===== src/shared/cbr_defines.svh =====
`ifndef CBR_DEFINES_SVH
`define CBR_DEFINES_SVH

// Configuration byte offsets of the registers of this block
`define CBR_OFS_IRQ_LINE 8'h3c
`define CBR_OFS_IRQ_PIN 8'h3d
`define CBR_OFS_BRIDGE 8'h3e
`define CBR_OFS_SUBSYS_MAKER 8'h40
`define CBR_OFS_SUBSYS_PRODUCT 8'h42

// Reset values
`define CBR_RST_IRQ_LINE 8'hff
`define CBR_RST_BRIDGE 16'h0340
`define CBR_RST_SUBSYS 16'h0000

// Interrupt pin codes
`define CBR_PIN_FIRST 8'h01
`define CBR_PIN_THIRD 8'h03

// Writable bridge control bits: 10..5 and 3..0
`define CBR_BRIDGE_WMASK 16'h07ef

// Bridge control bit positions
`define CBR_BIT_POSTING 10
`define CBR_BIT_MEM_WINDOW1_PREFETCHABLE 9
`define CBR_BIT_MEM_WINDOW0_PREFETCHABLE 8
`define CBR_BIT_ROUTE 7
`define CBR_BIT_CARD_RESET 6
`define CBR_BIT_ABORT_MODE 5
`define CBR_BIT_VGA 3
`define CBR_BIT_ISA 2
`define CBR_BIT_SYSERR 1
`define CBR_BIT_PARITY 0

// Function numbers seen on CFG_FUNC
`define CBR_FUNC_CARD 1'b0
`define CBR_FUNC_SERIAL 1'b1

`endif


===== src/shared/cbr_pkg.sv =====
package cbr_pkg;
  `include "cbr_defines.svh"

  // Bridge control word, bit 15 down to bit 0
  typedef struct packed {
    logic [4:0] reserved_hi;
    logic burst_write_posting_on;
    logic mem_window1_prefetchable;
    logic mem_window0_prefetchable;
    logic card_irq_route_select;
    logic card_reset_ctl;
    logic master_abort_report_mode;
    logic reserved_bits;
    logic vga_forward_on;
    logic isa_alias_filter_on;
    logic card_syserr_forward_on;
    logic card_parity_report_on;
  } cbr_bridge_t;

  // Byte-lane merge of a 16-bit field
  function automatic logic [15:0] cbr_merge16(input logic [15:0] old_v,
      input logic [15:0] new_v, input logic [1:0] be);
    cbr_merge16 = old_v;
    if (be[0]) begin
      cbr_merge16[7:0] = new_v[7:0];
    end
    if (be[1]) begin
      cbr_merge16[15:8] = new_v[15:8];
    end
  endfunction

  // Interrupt pin byte per function; pair tie never changes it
  function automatic logic [7:0] cbr_pin_value(input logic func,
      input logic merge_all);
    if (func == `CBR_FUNC_CARD || merge_all) begin
      cbr_pin_value = `CBR_PIN_FIRST;
    end else begin
      cbr_pin_value = `CBR_PIN_THIRD;
    end
  endfunction
endpackage

===== src/shared/cbr_fwd_if.sv =====
`timescale 1ns/100ps
interface cbr_fwd_if;
  import cbr_pkg::*;
  cbr_bridge_t ctl;
  logic serr_en;
  logic card_abort;
  logic card_syserr;
  logic parity_det;
  logic func_irq;
  logic req;
  logic is_io;
  logic [31:0] addr;
  logic target_abort;
  logic serr;
  logic parity_err;
  logic irq_pci;
  logic irq_legacy;
  logic vga_hit;
  logic isa_block;
  modport regs (output ctl, serr_en, card_abort, card_syserr, parity_det,
    func_irq, req, is_io, addr, input target_abort, serr, parity_err,
    irq_pci, irq_legacy, vga_hit, isa_block);
  modport fwd (input ctl, serr_en, card_abort, card_syserr, parity_det,
    func_irq, req, is_io, addr, output target_abort, serr, parity_err,
    irq_pci, irq_legacy, vga_hit, isa_block);
endinterface


===== src/design/cbr_cfg_regs.sv =====
`timescale 1ns/100ps
`include "cbr_defines.svh"
module cbr_cfg_regs
  import cbr_pkg::*;
(
  input wire logic CLOCK,
  input wire logic RESET,
  input wire logic HOST_BUS_RESET_IN,
  input wire logic CFG_FUNC,
  input wire logic [7:2] CFG_ADDR,
  input wire logic [3:0] CFG_BYTE_EN,
  input wire logic CFG_WRITE,
  input wire logic CFG_READ,
  input wire logic [31:0] CFG_WDATA,
  output logic [31:0] CFG_RDATA,
  output logic CFG_DONE,
  input wire logic IRQ_MERGE_ALL,
  input wire logic IRQ_PAIR_TIE,
  input wire logic SUBSYSTEM_WRITE_LOCK,
  input wire logic POWER_MGMT_EVENT_EN,
  input wire logic SERR_ENABLE,
  input wire logic EEPROM_LOAD,
  input wire logic [15:0] EEPROM_MAKER_CODE,
  input wire logic [15:0] EEPROM_PRODUCT_CODE,
  input wire logic CARD_SYSTEM_ERROR,
  input wire logic CARD_PARITY_DETECTED,
  input wire logic CARD_MASTER_ABORT,
  input wire logic CARD_FUNC_IRQ,
  input wire logic FWD_REQ,
  input wire logic FWD_IS_IO,
  input wire logic [31:0] FWD_ADDR,
  output logic CARD_RESET_OUT,
  output logic BURST_WRITE_POSTING_ON,
  output logic MEM_WINDOW1_PREFETCHABLE,
  output logic MEM_WINDOW0_PREFETCHABLE,
  output logic CARD_IRQ_ROUTE_SELECT,
  output logic HOST_TARGET_ABORT,
  output logic HOST_SERR,
  output logic CARD_PARITY_ERROR,
  output logic IRQ_TO_PCI,
  output logic IRQ_TO_LEGACY,
  output logic FWD_VGA_HIT,
  output logic FWD_ISA_BLOCK
);
  typedef struct packed {
    logic [7:0] line_card;
    logic [7:0] line_serial;
    cbr_bridge_t bridge;
    logic [15:0] maker;
    logic [15:0] product;
    logic [31:0] rdata;
    logic done;
    logic card_reset;
  } cbr_state_t;

  cbr_state_t st;
  cbr_state_t next_st;
  logic [1:0] pin_level;
  logic host_rst;
  logic card_syserr;
  logic hit_line;
  logic hit_subsys;
  logic [7:0] pin_now;
  logic [15:0] bridge_wr;
  cbr_fwd_if fif();

  // Pins from outside the clock domain
  cbr_pin_sync u_sync (
    .clk(CLOCK),
    .rst(RESET),
    .pin({CARD_SYSTEM_ERROR, HOST_BUS_RESET_IN}),
    .level(pin_level)
  );

  assign host_rst = pin_level[0];
  assign card_syserr = pin_level[1];

  // Control and event paths towards the forwarding logic
  assign fif.ctl = st.bridge;
  assign fif.serr_en = SERR_ENABLE;
  assign fif.card_abort = CARD_MASTER_ABORT;
  assign fif.card_syserr = card_syserr;
  assign fif.parity_det = CARD_PARITY_DETECTED;
  assign fif.func_irq = CARD_FUNC_IRQ;
  assign fif.req = FWD_REQ;
  assign fif.is_io = FWD_IS_IO;
  assign fif.addr = FWD_ADDR;

  cbr_forward u_fwd (
    .clk(CLOCK),
    .rst(RESET),
    .f(fif.fwd)
  );

  // Address decode and pin byte
  always_comb begin
    hit_line = (CFG_ADDR == 6'(`CBR_OFS_IRQ_LINE >> 2));
    hit_subsys = (CFG_ADDR == 6'(`CBR_OFS_SUBSYS_MAKER >> 2));
    pin_now = cbr_pin_value(CFG_FUNC, IRQ_MERGE_ALL);
    bridge_wr = cbr_merge16(st.bridge, CFG_WDATA[31:16], CFG_BYTE_EN[3:2]);
  end

  // Register update, read answer and card reset
  always_comb begin
    next_st = st;
    next_st.done = CFG_READ || CFG_WRITE;
    // Host reset restores context bits to their reset values, card reset bit kept, unless power events are enabled
    if (host_rst && !POWER_MGMT_EVENT_EN) begin
      next_st.bridge = `CBR_RST_BRIDGE;
      next_st.bridge.card_reset_ctl = st.bridge.card_reset_ctl;
    end else if (CFG_WRITE && hit_line) begin
      if (CFG_FUNC == `CBR_FUNC_CARD) begin
        if (CFG_BYTE_EN[0]) begin
          next_st.line_card = CFG_WDATA[7:0];
        end
        next_st.bridge = (bridge_wr & `CBR_BRIDGE_WMASK) |
          (st.bridge & ~`CBR_BRIDGE_WMASK);
      end else if (CFG_BYTE_EN[0]) begin
        next_st.line_serial = CFG_WDATA[7:0];
      end
      // Pin byte lane is never stored
    end
    // Serial memory load takes priority over software writes
    if (EEPROM_LOAD) begin
      next_st.maker = EEPROM_MAKER_CODE;
      next_st.product = EEPROM_PRODUCT_CODE;
    end else if (CFG_WRITE && hit_subsys && !SUBSYSTEM_WRITE_LOCK &&
        CFG_FUNC == `CBR_FUNC_CARD) begin
      next_st.maker = cbr_merge16(st.maker, CFG_WDATA[15:0],
        CFG_BYTE_EN[1:0]);
      next_st.product = cbr_merge16(st.product, CFG_WDATA[31:16],
        CFG_BYTE_EN[3:2]);
    end
    if (CFG_READ) begin
      next_st.rdata = 32'h0000_0000;
      if (hit_line && CFG_FUNC == `CBR_FUNC_CARD) begin
        next_st.rdata = {st.bridge, pin_now, st.line_card};
      end else if (hit_line) begin
        next_st.rdata = {16'h0000, pin_now, st.line_serial};
      end else if (hit_subsys && CFG_FUNC == `CBR_FUNC_CARD) begin
        next_st.rdata = {st.product, st.maker};
      end
    end
    next_st.card_reset = next_st.bridge.card_reset_ctl || host_rst;
  end

  // Global reset returns every register to its reset value
  always_ff @(posedge CLOCK) begin
    if (RESET) begin
      st.line_card <= `CBR_RST_IRQ_LINE;
      st.line_serial <= `CBR_RST_IRQ_LINE;
      st.bridge <= `CBR_RST_BRIDGE;
      st.maker <= `CBR_RST_SUBSYS;
      st.product <= `CBR_RST_SUBSYS;
      st.rdata <= 32'h0000_0000;
      st.done <= 1'b0;
      st.card_reset <= 1'b1;
    end else begin
      st <= next_st;
    end
  end

  // Outputs straight from flops
  assign CFG_RDATA = st.rdata;
  assign CFG_DONE = st.done;
  assign CARD_RESET_OUT = st.card_reset;
  assign BURST_WRITE_POSTING_ON = st.bridge.burst_write_posting_on;
  assign MEM_WINDOW1_PREFETCHABLE = st.bridge.mem_window1_prefetchable;
  assign MEM_WINDOW0_PREFETCHABLE = st.bridge.mem_window0_prefetchable;
  assign CARD_IRQ_ROUTE_SELECT = st.bridge.card_irq_route_select;
  assign HOST_TARGET_ABORT = fif.target_abort;
  assign HOST_SERR = fif.serr;
  assign CARD_PARITY_ERROR = fif.parity_err;
  assign IRQ_TO_PCI = fif.irq_pci;
  assign IRQ_TO_LEGACY = fif.irq_legacy;
  assign FWD_VGA_HIT = fif.vga_hit;
  assign FWD_ISA_BLOCK = fif.isa_block;
endmodule


===== src/design/cbr_forward.sv =====
`timescale 1ns/100ps
module cbr_forward
  import cbr_pkg::*;
(
  input wire logic clk,
  input wire logic rst,
  cbr_fwd_if.fwd f
);
  typedef struct packed {
    logic target_abort;
    logic serr;
    logic parity_err;
    logic irq_pci;
    logic irq_legacy;
    logic vga_hit;
    logic isa_block;
  } cbr_fwd_t;

  cbr_fwd_t st;
  cbr_fwd_t next_st;
  logic low_io;
  logic vga_io;
  logic vga_mem;

  // Address classes
  always_comb begin
    low_io = f.is_io && (f.addr[31:16] == 16'h0000);
    vga_io = low_io && ((f.addr[15:0] >= 16'h03b0 &&
      f.addr[15:0] <= 16'h03bb) || (f.addr[15:0] >= 16'h03c0 &&
      f.addr[15:0] <= 16'h03df));
    vga_mem = !f.is_io && (f.addr[31:17] == 15'h0005);
  end

  // Error, interrupt and decode results
  always_comb begin
    next_st = st;
    next_st.target_abort = f.card_abort && f.ctl.master_abort_report_mode;
    next_st.serr = f.serr_en && ((f.card_abort &&
      f.ctl.master_abort_report_mode) ||
      (f.card_syserr && f.ctl.card_syserr_forward_on));
    next_st.parity_err = f.parity_det && f.ctl.card_parity_report_on;
    next_st.irq_pci = f.func_irq && !f.ctl.card_irq_route_select;
    next_st.irq_legacy = f.func_irq && f.ctl.card_irq_route_select;
    if (f.req) begin
      next_st.vga_hit = (vga_io || vga_mem) && f.ctl.vga_forward_on;
      next_st.isa_block = low_io && (f.addr[9:8] != 2'b00) &&
        f.ctl.isa_alias_filter_on;
    end
  end

  always_ff @(posedge clk) begin
    if (rst) begin
      st <= '0;
    end else begin
      st <= next_st;
    end
  end

  assign f.target_abort = st.target_abort;
  assign f.serr = st.serr;
  assign f.parity_err = st.parity_err;
  assign f.irq_pci = st.irq_pci;
  assign f.irq_legacy = st.irq_legacy;
  assign f.vga_hit = st.vga_hit;
  assign f.isa_block = st.isa_block;
endmodule


===== src/design/cbr_pin_sync.sv =====
`timescale 1ns/100ps
module cbr_pin_sync
  import cbr_pkg::*;
(
  input wire logic clk,
  input wire logic rst,
  input wire logic [1:0] pin,
  output logic [1:0] level
);
  typedef struct packed {
    logic [1:0] s1;
    logic [1:0] s2;
    logic [1:0] s3;
    logic [1:0] level;
  } cbr_sync_t;

  cbr_sync_t st;
  cbr_sync_t next_st;

  // Three stages; a change counts once stages two and three agree
  always_comb begin
    next_st = st;
    next_st.s1 = pin;
    next_st.s2 = st.s1;
    next_st.s3 = st.s2;
    for (int i = 0; i < 2; i++) begin
      if (st.s2[i] == st.s3[i]) begin
        next_st.level[i] = st.s3[i];
      end
    end
  end

  always_ff @(posedge clk) begin
    if (rst) begin
      st <= '0;
    end else begin
      st <= next_st;
    end
  end

  assign level = st.level;
endmodule


===== config.mk =====
export PLATFORM = sky130hd
export DESIGN_NAME = cbr_cfg_regs
export DESIGN_NICKNAME = d
export VERILOG_FILES = /design/src/shared/cbr_pkg.sv /design/src/shared/cbr_fwd_if.sv /design/src/design/cbr_cfg_regs.sv /design/src/design/cbr_forward.sv /design/src/design/cbr_pin_sync.sv
export VERILOG_INCLUDE_DIRS = /design/src /design/src/shared
export SDC_FILE = /design/constraint.sdc
export NUM_CORES = 1
export LEC_CHECK = 0
export BUFFER_PORTS_ARGS = -buffer_cell sky130_fd_sc_hd__buf_2
export CAP_MARGIN = 20
export CORE_ASPECT_RATIO = 0.8
export CORE_MARGIN = 1.5
export CORE_UTILIZATION = 50
export DETAILED_ROUTE_END_ITERATION = 16
export PLACE_DENSITY = 0.8
export SETUP_SLACK_MARGIN = 0.02
export SLEW_MARGIN = 20
export SYNTH_ARGS = -nofsm -noshare
export SYNTH_HDL_FRONTEND = slang
export SYNTH_HIERARCHICAL = 1
export SYNTH_SLANG_ARGS = --single-unit
export TNS_END_PERCENT = 50

===== constraint.sdc =====
create_clock -name CLOCK -period 2.08 [get_ports CLOCK]
set_input_delay 0.416 -clock CLOCK [delete_from_list [all_inputs] [get_ports CLOCK]]
set_output_delay 0.416 -clock CLOCK [all_outputs]
set_load 0.03 [all_outputs]

-- Yosys cells after proc, flatten, opt, wreduce, memory -nomap -nowiden
Cells that the tools add are included.
- output and inout bits: 45
- word-level logic and storage cells: 106
- input port bits: 124
- register bits: 113
- order comparisons: 4
- reduce and logical (&&, ||, !) cells: 46
- bitwise logic cells: 3
- muxes and demuxes: 15
- eq/ne operators: 5
- operators by type and width (operator ; count):
    $mux W32 ; 5
    $mux W8 ; 5
    $ge A16 B10 Y1 const B ; 2
    $le A16 B10 Y1 const B ; 2
    $logic_and A1 B1 Y1 ; 21
    $mux W7 ; 3
    $logic_not A16 Y1 ; 1
    $or A11 B16 Y16 ; 1
    $eq A15 B3 Y1 const B ; 1
    $reduce_bool A2 Y1 ; 6
    $reduce_and A2 Y1 ; 5
    $reduce_and A4 Y1 ; 2
    $eq A6 B4 Y1 const B ; 1
    $eq A6 B5 Y1 const B ; 1
    $logic_or A1 B1 Y1 ; 6
    $logic_not A1 Y1 ; 4
    $mux W3 ; 1
    $eq A1 B1 Y1 ; 2
    $mux W2 ; 1
    $not A1 Y1 ; 2
    $reduce_or A2 Y1 ; 1

-- Logic depth before layout (Yosys ltp)
Gate-level depths: netlist of run 1.
- depth after elaboration: 6
- mapped depth: 6
- mapped depth without buffers: 4

-- Hierarchy
The synthesis of run 1 kept the hierarchy.
- modules (own cells, without submodules) (module ; instances ; area an instance (um2) ; cells each ; seq. area each (um2)):
    cbr_cfg_regs ; 1 ; 4370.4 ; 489 ; 1841.8
    cbr_forward ; 1 ; 350.3 ; 39 ; 140.1
    cbr_pin_sync ; 1 ; 242.7 ; 22 ; 160.2

-- Worst setup path after synthesis of run 1
No wires, ideal clock.
- path type: in2reg
- start: in CFG_ADDR[7] (netlist bit)
- end: reg st, in the netlist fif.ctl[6]
- path buffers: 0
- arrival: 1664 ps
- setup time: 122 ps
- slack: 293 ps
- required time: 1958 ps
- stages on the path: 4
- cell sequence: nand4bb_4 > nor4_4 > a21boi_1 > a311o_1
- longest elaborated chain between the ends: 4
- RTL lines (what ; RTL line ; text):
    from (decl) ; cbr_cfg_regs.sv:10 ; input wire logic [7:2] CFG_ADDR,
    $eq A6 B4 Y1 ; cbr_cfg_regs.sv:97 ; hit_line = (CFG_ADDR == 6'(`CBR_OFS_IRQ_LINE >> 2));
    $logic_and A1 B1 Y1 ; cbr_cfg_regs.sv:111 ; end else if (CFG_WRITE && hit_line) begin
    $mux W7 ; cbr_cfg_regs.sv:111 ;
    $mux W7 ; cbr_cfg_regs.sv:108 ; if (host_rst && !POWER_MGMT_EVENT_EN) begin
    to (signal assigned) ; cbr_cfg_regs.sv:159 ; st <= next_st;
    to (decl) ; cbr_cfg_regs.sv:56 ; cbr_state_t st;
No other way between the ends.
A chain may end at the register's enable or synchronous reset.

-- Worst setup path after layout of run 1
- start: in CFG_ADDR[3] (netlist bit)
- end: reg st[34] (netlist bit)
- longest elaborated chain between the ends: 6
- RTL lines (what ; RTL line ; text):
    $eq A6 B5 Y1 ; cbr_cfg_regs.sv:98 ; hit_subsys = (CFG_ADDR == 6'(`CBR_OFS_SUBSYS_MAKER >> 2));
    $logic_and A1 B1 Y1 (2 in a row) ; cbr_cfg_regs.sv:127 ; end else if (CFG_WRITE && hit_subsys && !SUBSYSTEM_WRITE_LOCK &&
    $logic_and A1 B1 Y1 (no source line) ; n/a ;
    $reduce_bool A2 Y1 (no source line) ; n/a ;
    $reduce_and A2 Y1 (no source line) ; n/a ;
No other way between the ends.

==> results of run 1 <==
-- worst max-delay path, cell delays in order --
cell,delay [ns]
buf_2,0.13
nor4b_4,0.47
nand4_2,0.42
nor3b_1,0.28
nor4_1,0.28
-- registers in the layout (all words and copies together) (netlist names) --
name                      cells
u_sync/level                  2
st                           48
u_sync/st                     2
fif.ctl                       6
CFG_DONE                      1
u_fwd/f.irq_legacy            1
u_fwd/f.target_abort          1
u_fwd/f.irq_pci               1
u_fwd/f.isa_block             1
CARD_RESET_OUT                1
u_fwd/f.serr                  1
BURST_WRITE_POSTING_ON        1
MEM_WINDOW1_PREFETCHABLE      1
u_fwd/f.vga_hit               1
u_fwd/f.parity_err            1
MEM_WINDOW0_PREFETCHABLE      1
u_sync/next_st                4
CFG_RDATA                    32
CARD_IRQ_ROUTE_SELECT         1
-- placed cells by master, fill, tap and decap left out, types with 2 or more instances in the layout --
master,instances
a21oi_1,25
nand4_2,3
nor3_4,2
o21ai_1,2
bufinv_16,2
nand2b_1,15
buf_2,164
mux2i_1,42
clkbuf_16,9
dfxtp_1,107
buf_12,2
o2111ai_1,2
nor4_1,26
nand3_1,13
nor3b_1,25
a211oi_1,19
nor4b_4,2
o31ai_1,8
nand2_1,14
nor2_1,69
nor3_1,34
buf_4,23
nand4_1,3
a22oi_1,10
nor2b_1,36
-- stage by stage --
step / instance area, µm² / setup slack (ns) / util (%)
finish: 6080 / 0.325 / 63.0
global route: 6080 / 0.182 / 63.0
CTS: 6080 / 0.354 / 63.0
detailed placement: 5750 / 0.0103 / 59.6
global placement: 5750 / 0.0849 / 59.6
floorplan: 4960 / 0.293 / -
-- final timing paths --
check	startpoint	end	slack, ns	cells past startpoint
min reg2reg	u_sync/next_st[5]$_SDFF_PP0_	u_sync/next_st[3]$_SDFF_PP0_	0.45	1
max	CFG_ADDR[3]	st[34]$_SDFFE_PP0P_	0.32	5
max reg2reg	u_sync/level[0]$_SDFFE_PP0N_	st[86]$_SDFFE_PP1P_	0.64	5
min	CARD_SYSTEM_ERROR	u_sync/next_st[5]$_SDFF_PP0_	0.28	2
-- metal layers --
layer | GRT usage (%) | wire [µm] | vias to the layer above
met5 | 0 | 13 | -
met4 | 9.58 | 299 | 2
met3 | 6.61 | 1040 | 31
met2 | 38.9 | 6030 | 211
met1 | 34.8 | 5910 | 2096
li1 | - | - | 2181
-- power by group through the flow --
stage	Sequential [W]	Combinational [W]	Clock [W]
3_3_place_gp	0.00220	0.000473	0
3_5_place_dp	0.00221	0.000488	0
2_1_floorplan	0.00220	0.000289	0
5_1_grt	0.00217	0.000539	0.00194
6_report	0.00216	0.000496	0.00185
4_1_cts	0.00216	0.000492	0.00187
-- cell type report --
cell class,instances,area [µm²]
repair buffers,189,1030
flip-flops and latches,107,2140
clock buffers,11,243
inverters,2,7.51
fillers,804,3570
clock inverters,5,85.1
diodes,1,2.50
multi-input cells,368,2400
well taps,136,170
==> results.yml, run 1 <==
clock_tree:
  root_buffer: "clkbuf_16"
  htree_levels: 3
  post_cts_buffers: 0
  cts_resized: 0
  clock-sinks: 107
  clk_pin_slew_ns: 0.07
  cts_tree: "built"
  cts_buffers: 9
  clock_path_buffers: 2
  clock_latency_ns: 0.34
  cts-hold-fix-buffers: 0
logic_synthesis:
  netlist_area_um2: 4960
  ys_warn_count: 6
  synth.avg_cell_area_um2: 9.03
  synth_fp_nets: 673
  syn_inst: 549
cells_and_area:
  area_delta_synth_final_pct: 22.6
  nNetsFinal: 801
  drive_gt1_share_pct: 31.8
  fin_cells: 819
sta:
  setup_viol_count_final: 0
  grt_setup_unrepaired: "false"
  relSlewSlack_pct: 65.0
  hold_slack_ns: 0.283
  finalHoldViolCount: 0
  fin_crit_ns: 1.76
  fin_crit_sh_pct: 84.4
  fin_setup_tns_ns: 0
  worstMarginPinSlew_ns: 0.524
  fin_worst_skew_ns: 0.00586
  report.final.slew_viol_count: 0
  timing.fmax_mhz: 570
worst_setup_path:
  crit_required_ns: 2.32
  cp_max_fo: 16
  crit_arrival_ns: 2.00
  path_class: "in2reg"
  worstSetupStartpointType: "input pin"
  crit_path_end_kind: "register"
placement:
  dp_hpwl_mm: 9.84
  port_buffers: 165
  place_inst: 802
  gp_congestion: 0.846
die:
  rows: 32
  die_h_um: 92.1
  io_pins: 169
  die_x_um: 114
  initial_core_util_pct: 51.4
  core_area_um2: 9650
  die-area_um2: 10500
drt:
  avgViaCountPerCell: 5.52
  antenna_left: 0
  wire_per_inst_um: 16.2
  num_vias: 4521
  post-route-drc-count: 0
  routed_wl_mm: 13.3
  dr.pass1.iters: 5
  drtIter0Drc: 343
global_routing:
  gr-total-overflow: 0
  first_global_vias: 4244
  antenna_found_initial: 2
  grt_max_degree: 45
  track_usage_pct: 25.5
  grt_pass1_wl_mm: 20.9
power:
  p_leak_nw: 2.49
  powerDensity_nw_per_um2: 741
  power_frac_seq_pct: 47.9
  power.internal_w: 0.00343
  p_comb_share_pct: 11.0
  p_sw_w: 0.00108
  p_sw_share_pct: 24.0
  peakVddDrop_mv: 0.459
  p_clk_share_pct: 41.1
  p_total_w: 0.00451
min_path:
  hp-class: "in2reg"
run_status:
  outcome: "completed"
flow_run:
  cap_violations: 0
No activity file was read; power rests on OpenSTA's default activity.
==> run 2, diff against run 1 <==
--- a/config.mk
+++ b/config.mk
@@ -10,9 +10,9 @@
 export CAP_MARGIN = 20
 export CORE_ASPECT_RATIO = 0.8
 export CORE_MARGIN = 1.5
-export CORE_UTILIZATION = 50
+export CORE_UTILIZATION = 46
 export DETAILED_ROUTE_END_ITERATION = 16
-export PLACE_DENSITY = 0.8
+export PLACE_DENSITY = 0.77
 export SETUP_SLACK_MARGIN = 0.02
 export SLEW_MARGIN = 20
 export SYNTH_ARGS = -nofsm -noshare
==> constraint.sdc (replaced) <==
create_clock -name CLOCK -period 1.55 [get_ports CLOCK]
set_input_delay 0.31 -clock CLOCK [delete_from_list [all_inputs] [get_ports CLOCK]]
set_output_delay 0.31 -clock CLOCK [all_outputs]
set_load 0.03 [all_outputs]
==> run 2 against run 1 <==
  * Cell count grew 2.4%
  * Highest routed layer is now met4
  * Routed wire length shrank 3.3%
  * First-iteration DRC count shrank 7.3%
==> results.yml, run 2 (synthesis gave the netlist of run 1 again) <==
run_status:
  outcome: "completed"
power:
  p_clk_share_pct: 39.1
  power.internal_w: 0.00445
  p_leak_nw: 2.59
  power_frac_seq_pct: 49.3
  p_sw_w: 0.00142
  peakVddDrop_mv: 0.503
  powerDensity_nw_per_um2: 934
  p_sw_share_pct: 24.2
  p_comb_share_pct: 11.6
clock_tree:
  cts-hold-fix-buffers: 0
  clock_path_buffers: 2
  clock_latency_ns: 0.34
  clk_pin_slew_ns: 0.07
  clock-sinks: 107
  cts_buffers: 9
  cts_tree: "built"
  root_buffer: "clkbuf_16"
  htree_levels: 3
sta:
  fin_worst_skew_ns: 0.00483
  fin_crit_ns: 1.42
  report.final.slew_viol_count: 0
  relSlewSlack_pct: 80.5
  setup_viol_count_final: 0
  fin_crit_sh_pct: 91.7
  timing.fmax_mhz: 703
  finalHoldViolCount: 0
  grt_setup_unrepaired: "true"
  worstMarginPinSlew_ns: 0.292
die:
  die-area_um2: 11400
  core_area_um2: 10400
  die_x_um: 119
  die_h_um: 95.9
  rows: 33
  initial_core_util_pct: 47.9
  io_pins: 169
placement:
  port_buffers: 165
  placed_cell_area_um2: 5980
  gp_congestion: 0.847
  dp_hpwl_mm: 9.77
  place_inst: 823
drt:
  avgViaCountPerCell: 5.32
  post-route-drc-count: 0
  routed_wl_mm: 12.9
  wire_per_inst_um: 15.3
  num_vias: 4460
  drtIter0Drc: 318
  dr.pass1.iters: 5
  antenna_left: 0
global_routing:
  first_global_vias: 4182
  antenna_found_initial: 0
  grt_max_degree: 57
  grt_pass1_wl_mm: 20.5
  gr-total-overflow: 0
  track_usage_pct: 22.9
worst_setup_path:
  rr_startpoint: "u_sync/level[0]$_SDFFE_PP0N_"
  path_class: "in2reg"
  worstSetupStartpointType: "input pin"
  startpoint: "CFG_ADDR[2]"
  crit_arrival_ns: 1.69
  cp_max_fo: 8
  crit_path_end_kind: "register"
  crit_required_ns: 1.82
cells_and_area:
  fin_cells: 839
  nNetsFinal: 818
  final_common_cell: "buf_2"
  drive_gt1_share_pct: 33.3
  stdcell_area_um2: 6290
  largest_register_ffs: 48
  final_cell_mix: "164 x buf_2, 107 x dfxtp_1, 69 x nor2_1"
  diodes: 0
  area_delta_synth_final_pct: 26.8
  largest-register: "st"
min_path:
  min_from: "CARD_SYSTEM_ERROR"
  hp-class: "in2reg"
flow_run:
  cap_violations: 0
## run 2: cell types whose count changed in the layout (fill, tap and decap cells not counted), sizes merged
cell,before,now
buf,189,206
bufinv,2,1
clkbuf,11,12
clkinvlp,1,2
diode,1,0
inv,3,2
## run 2: per-stage QoR
stage | setup WS, ns | total power, W | hold slack, ns | util [%] | TNS [ns]
6_report | 0.128 | 0.00587 | 0.180 | 60.7 | 0
5_1_grt | 0.00392 | 0.00610 | 0.187 | 60.7 | 0
4_1_cts | 0.112 | 0.00590 | 0.173 | 60.6 | 0
3_5_place_dp | -0.251 | 0.00364 | 0.430 | 57.7 | -11.30
3_3_place_gp | -0.171 | 0.00361 | 0.420 | 57.7 | -7.47
2_1_floorplan | -0.0917 | 0.00333 | 0.376 | - | -0.0917
## run 2: worst max-delay path, cell delays in order
cell and delay, ns:
buf_2 0.11, buf_4 0.12, nand4bb_4 0.17, buf_4 0.18, nor2_1 0.18, and4_1 0.28
buf_12 0.15, mux2i_1 0.20
## run 2: repair_timing
| item | 4_1_cts | 5_1_grt |
|---|---|---|
| buffers inserted | 0 | 0 |
| setup endpoints to repair | 0 | 3 |
| resized for setup | 0 | 1 |
## run 2: layout make-up
type | instances | area, µm²
fill | 893 | 4080
multi-input combinational | 368 | 2400
clock buffer | 12 | 246
sequential | 107 | 2140
timing repair buffer | 206 | 1260
clock inverter | 4 | 50.0
inverter | 2 | 7.51
tap | 140 | 175
## run 2: power by group through the flow
stage          Clock [W]  Sequential [W]  Combinational (W)
3_3_place_gp           0         0.00295           0.000660
3_5_place_dp           0         0.00296           0.000680
6_report         0.00229         0.00290           0.000683
5_1_grt          0.00245         0.00290           0.000747
4_1_cts          0.00232         0.00289           0.000683
2_1_floorplan          0         0.00295           0.000387
## run 2: path summary, 6_finish.rpt
check | slack (ns) | endpoint | cells after the start
max | 0.13 | st[97]$_SDFFE_PP1P_ | 8
min | 0.18 | u_sync/next_st[5]$_SDFF_PP0_ | 2
max reg2reg | 0.29 | st[88]$_SDFFE_PP1P_ | 5
min reg2reg | 0.44 | u_sync/next_st[3]$_SDFF_PP0_ | 1
## run 2: layer usage
layer / up-vias / wire (µm) / global-route usage, %
met2: 156 / 6000 / 38.5
met3: 17 / 1090 / 5.98
li1: 2210 / - / -
met4: 0 / 186 / 6.33
met1: 2077 / 5570 / 29.3
met5: - / 0 / 0
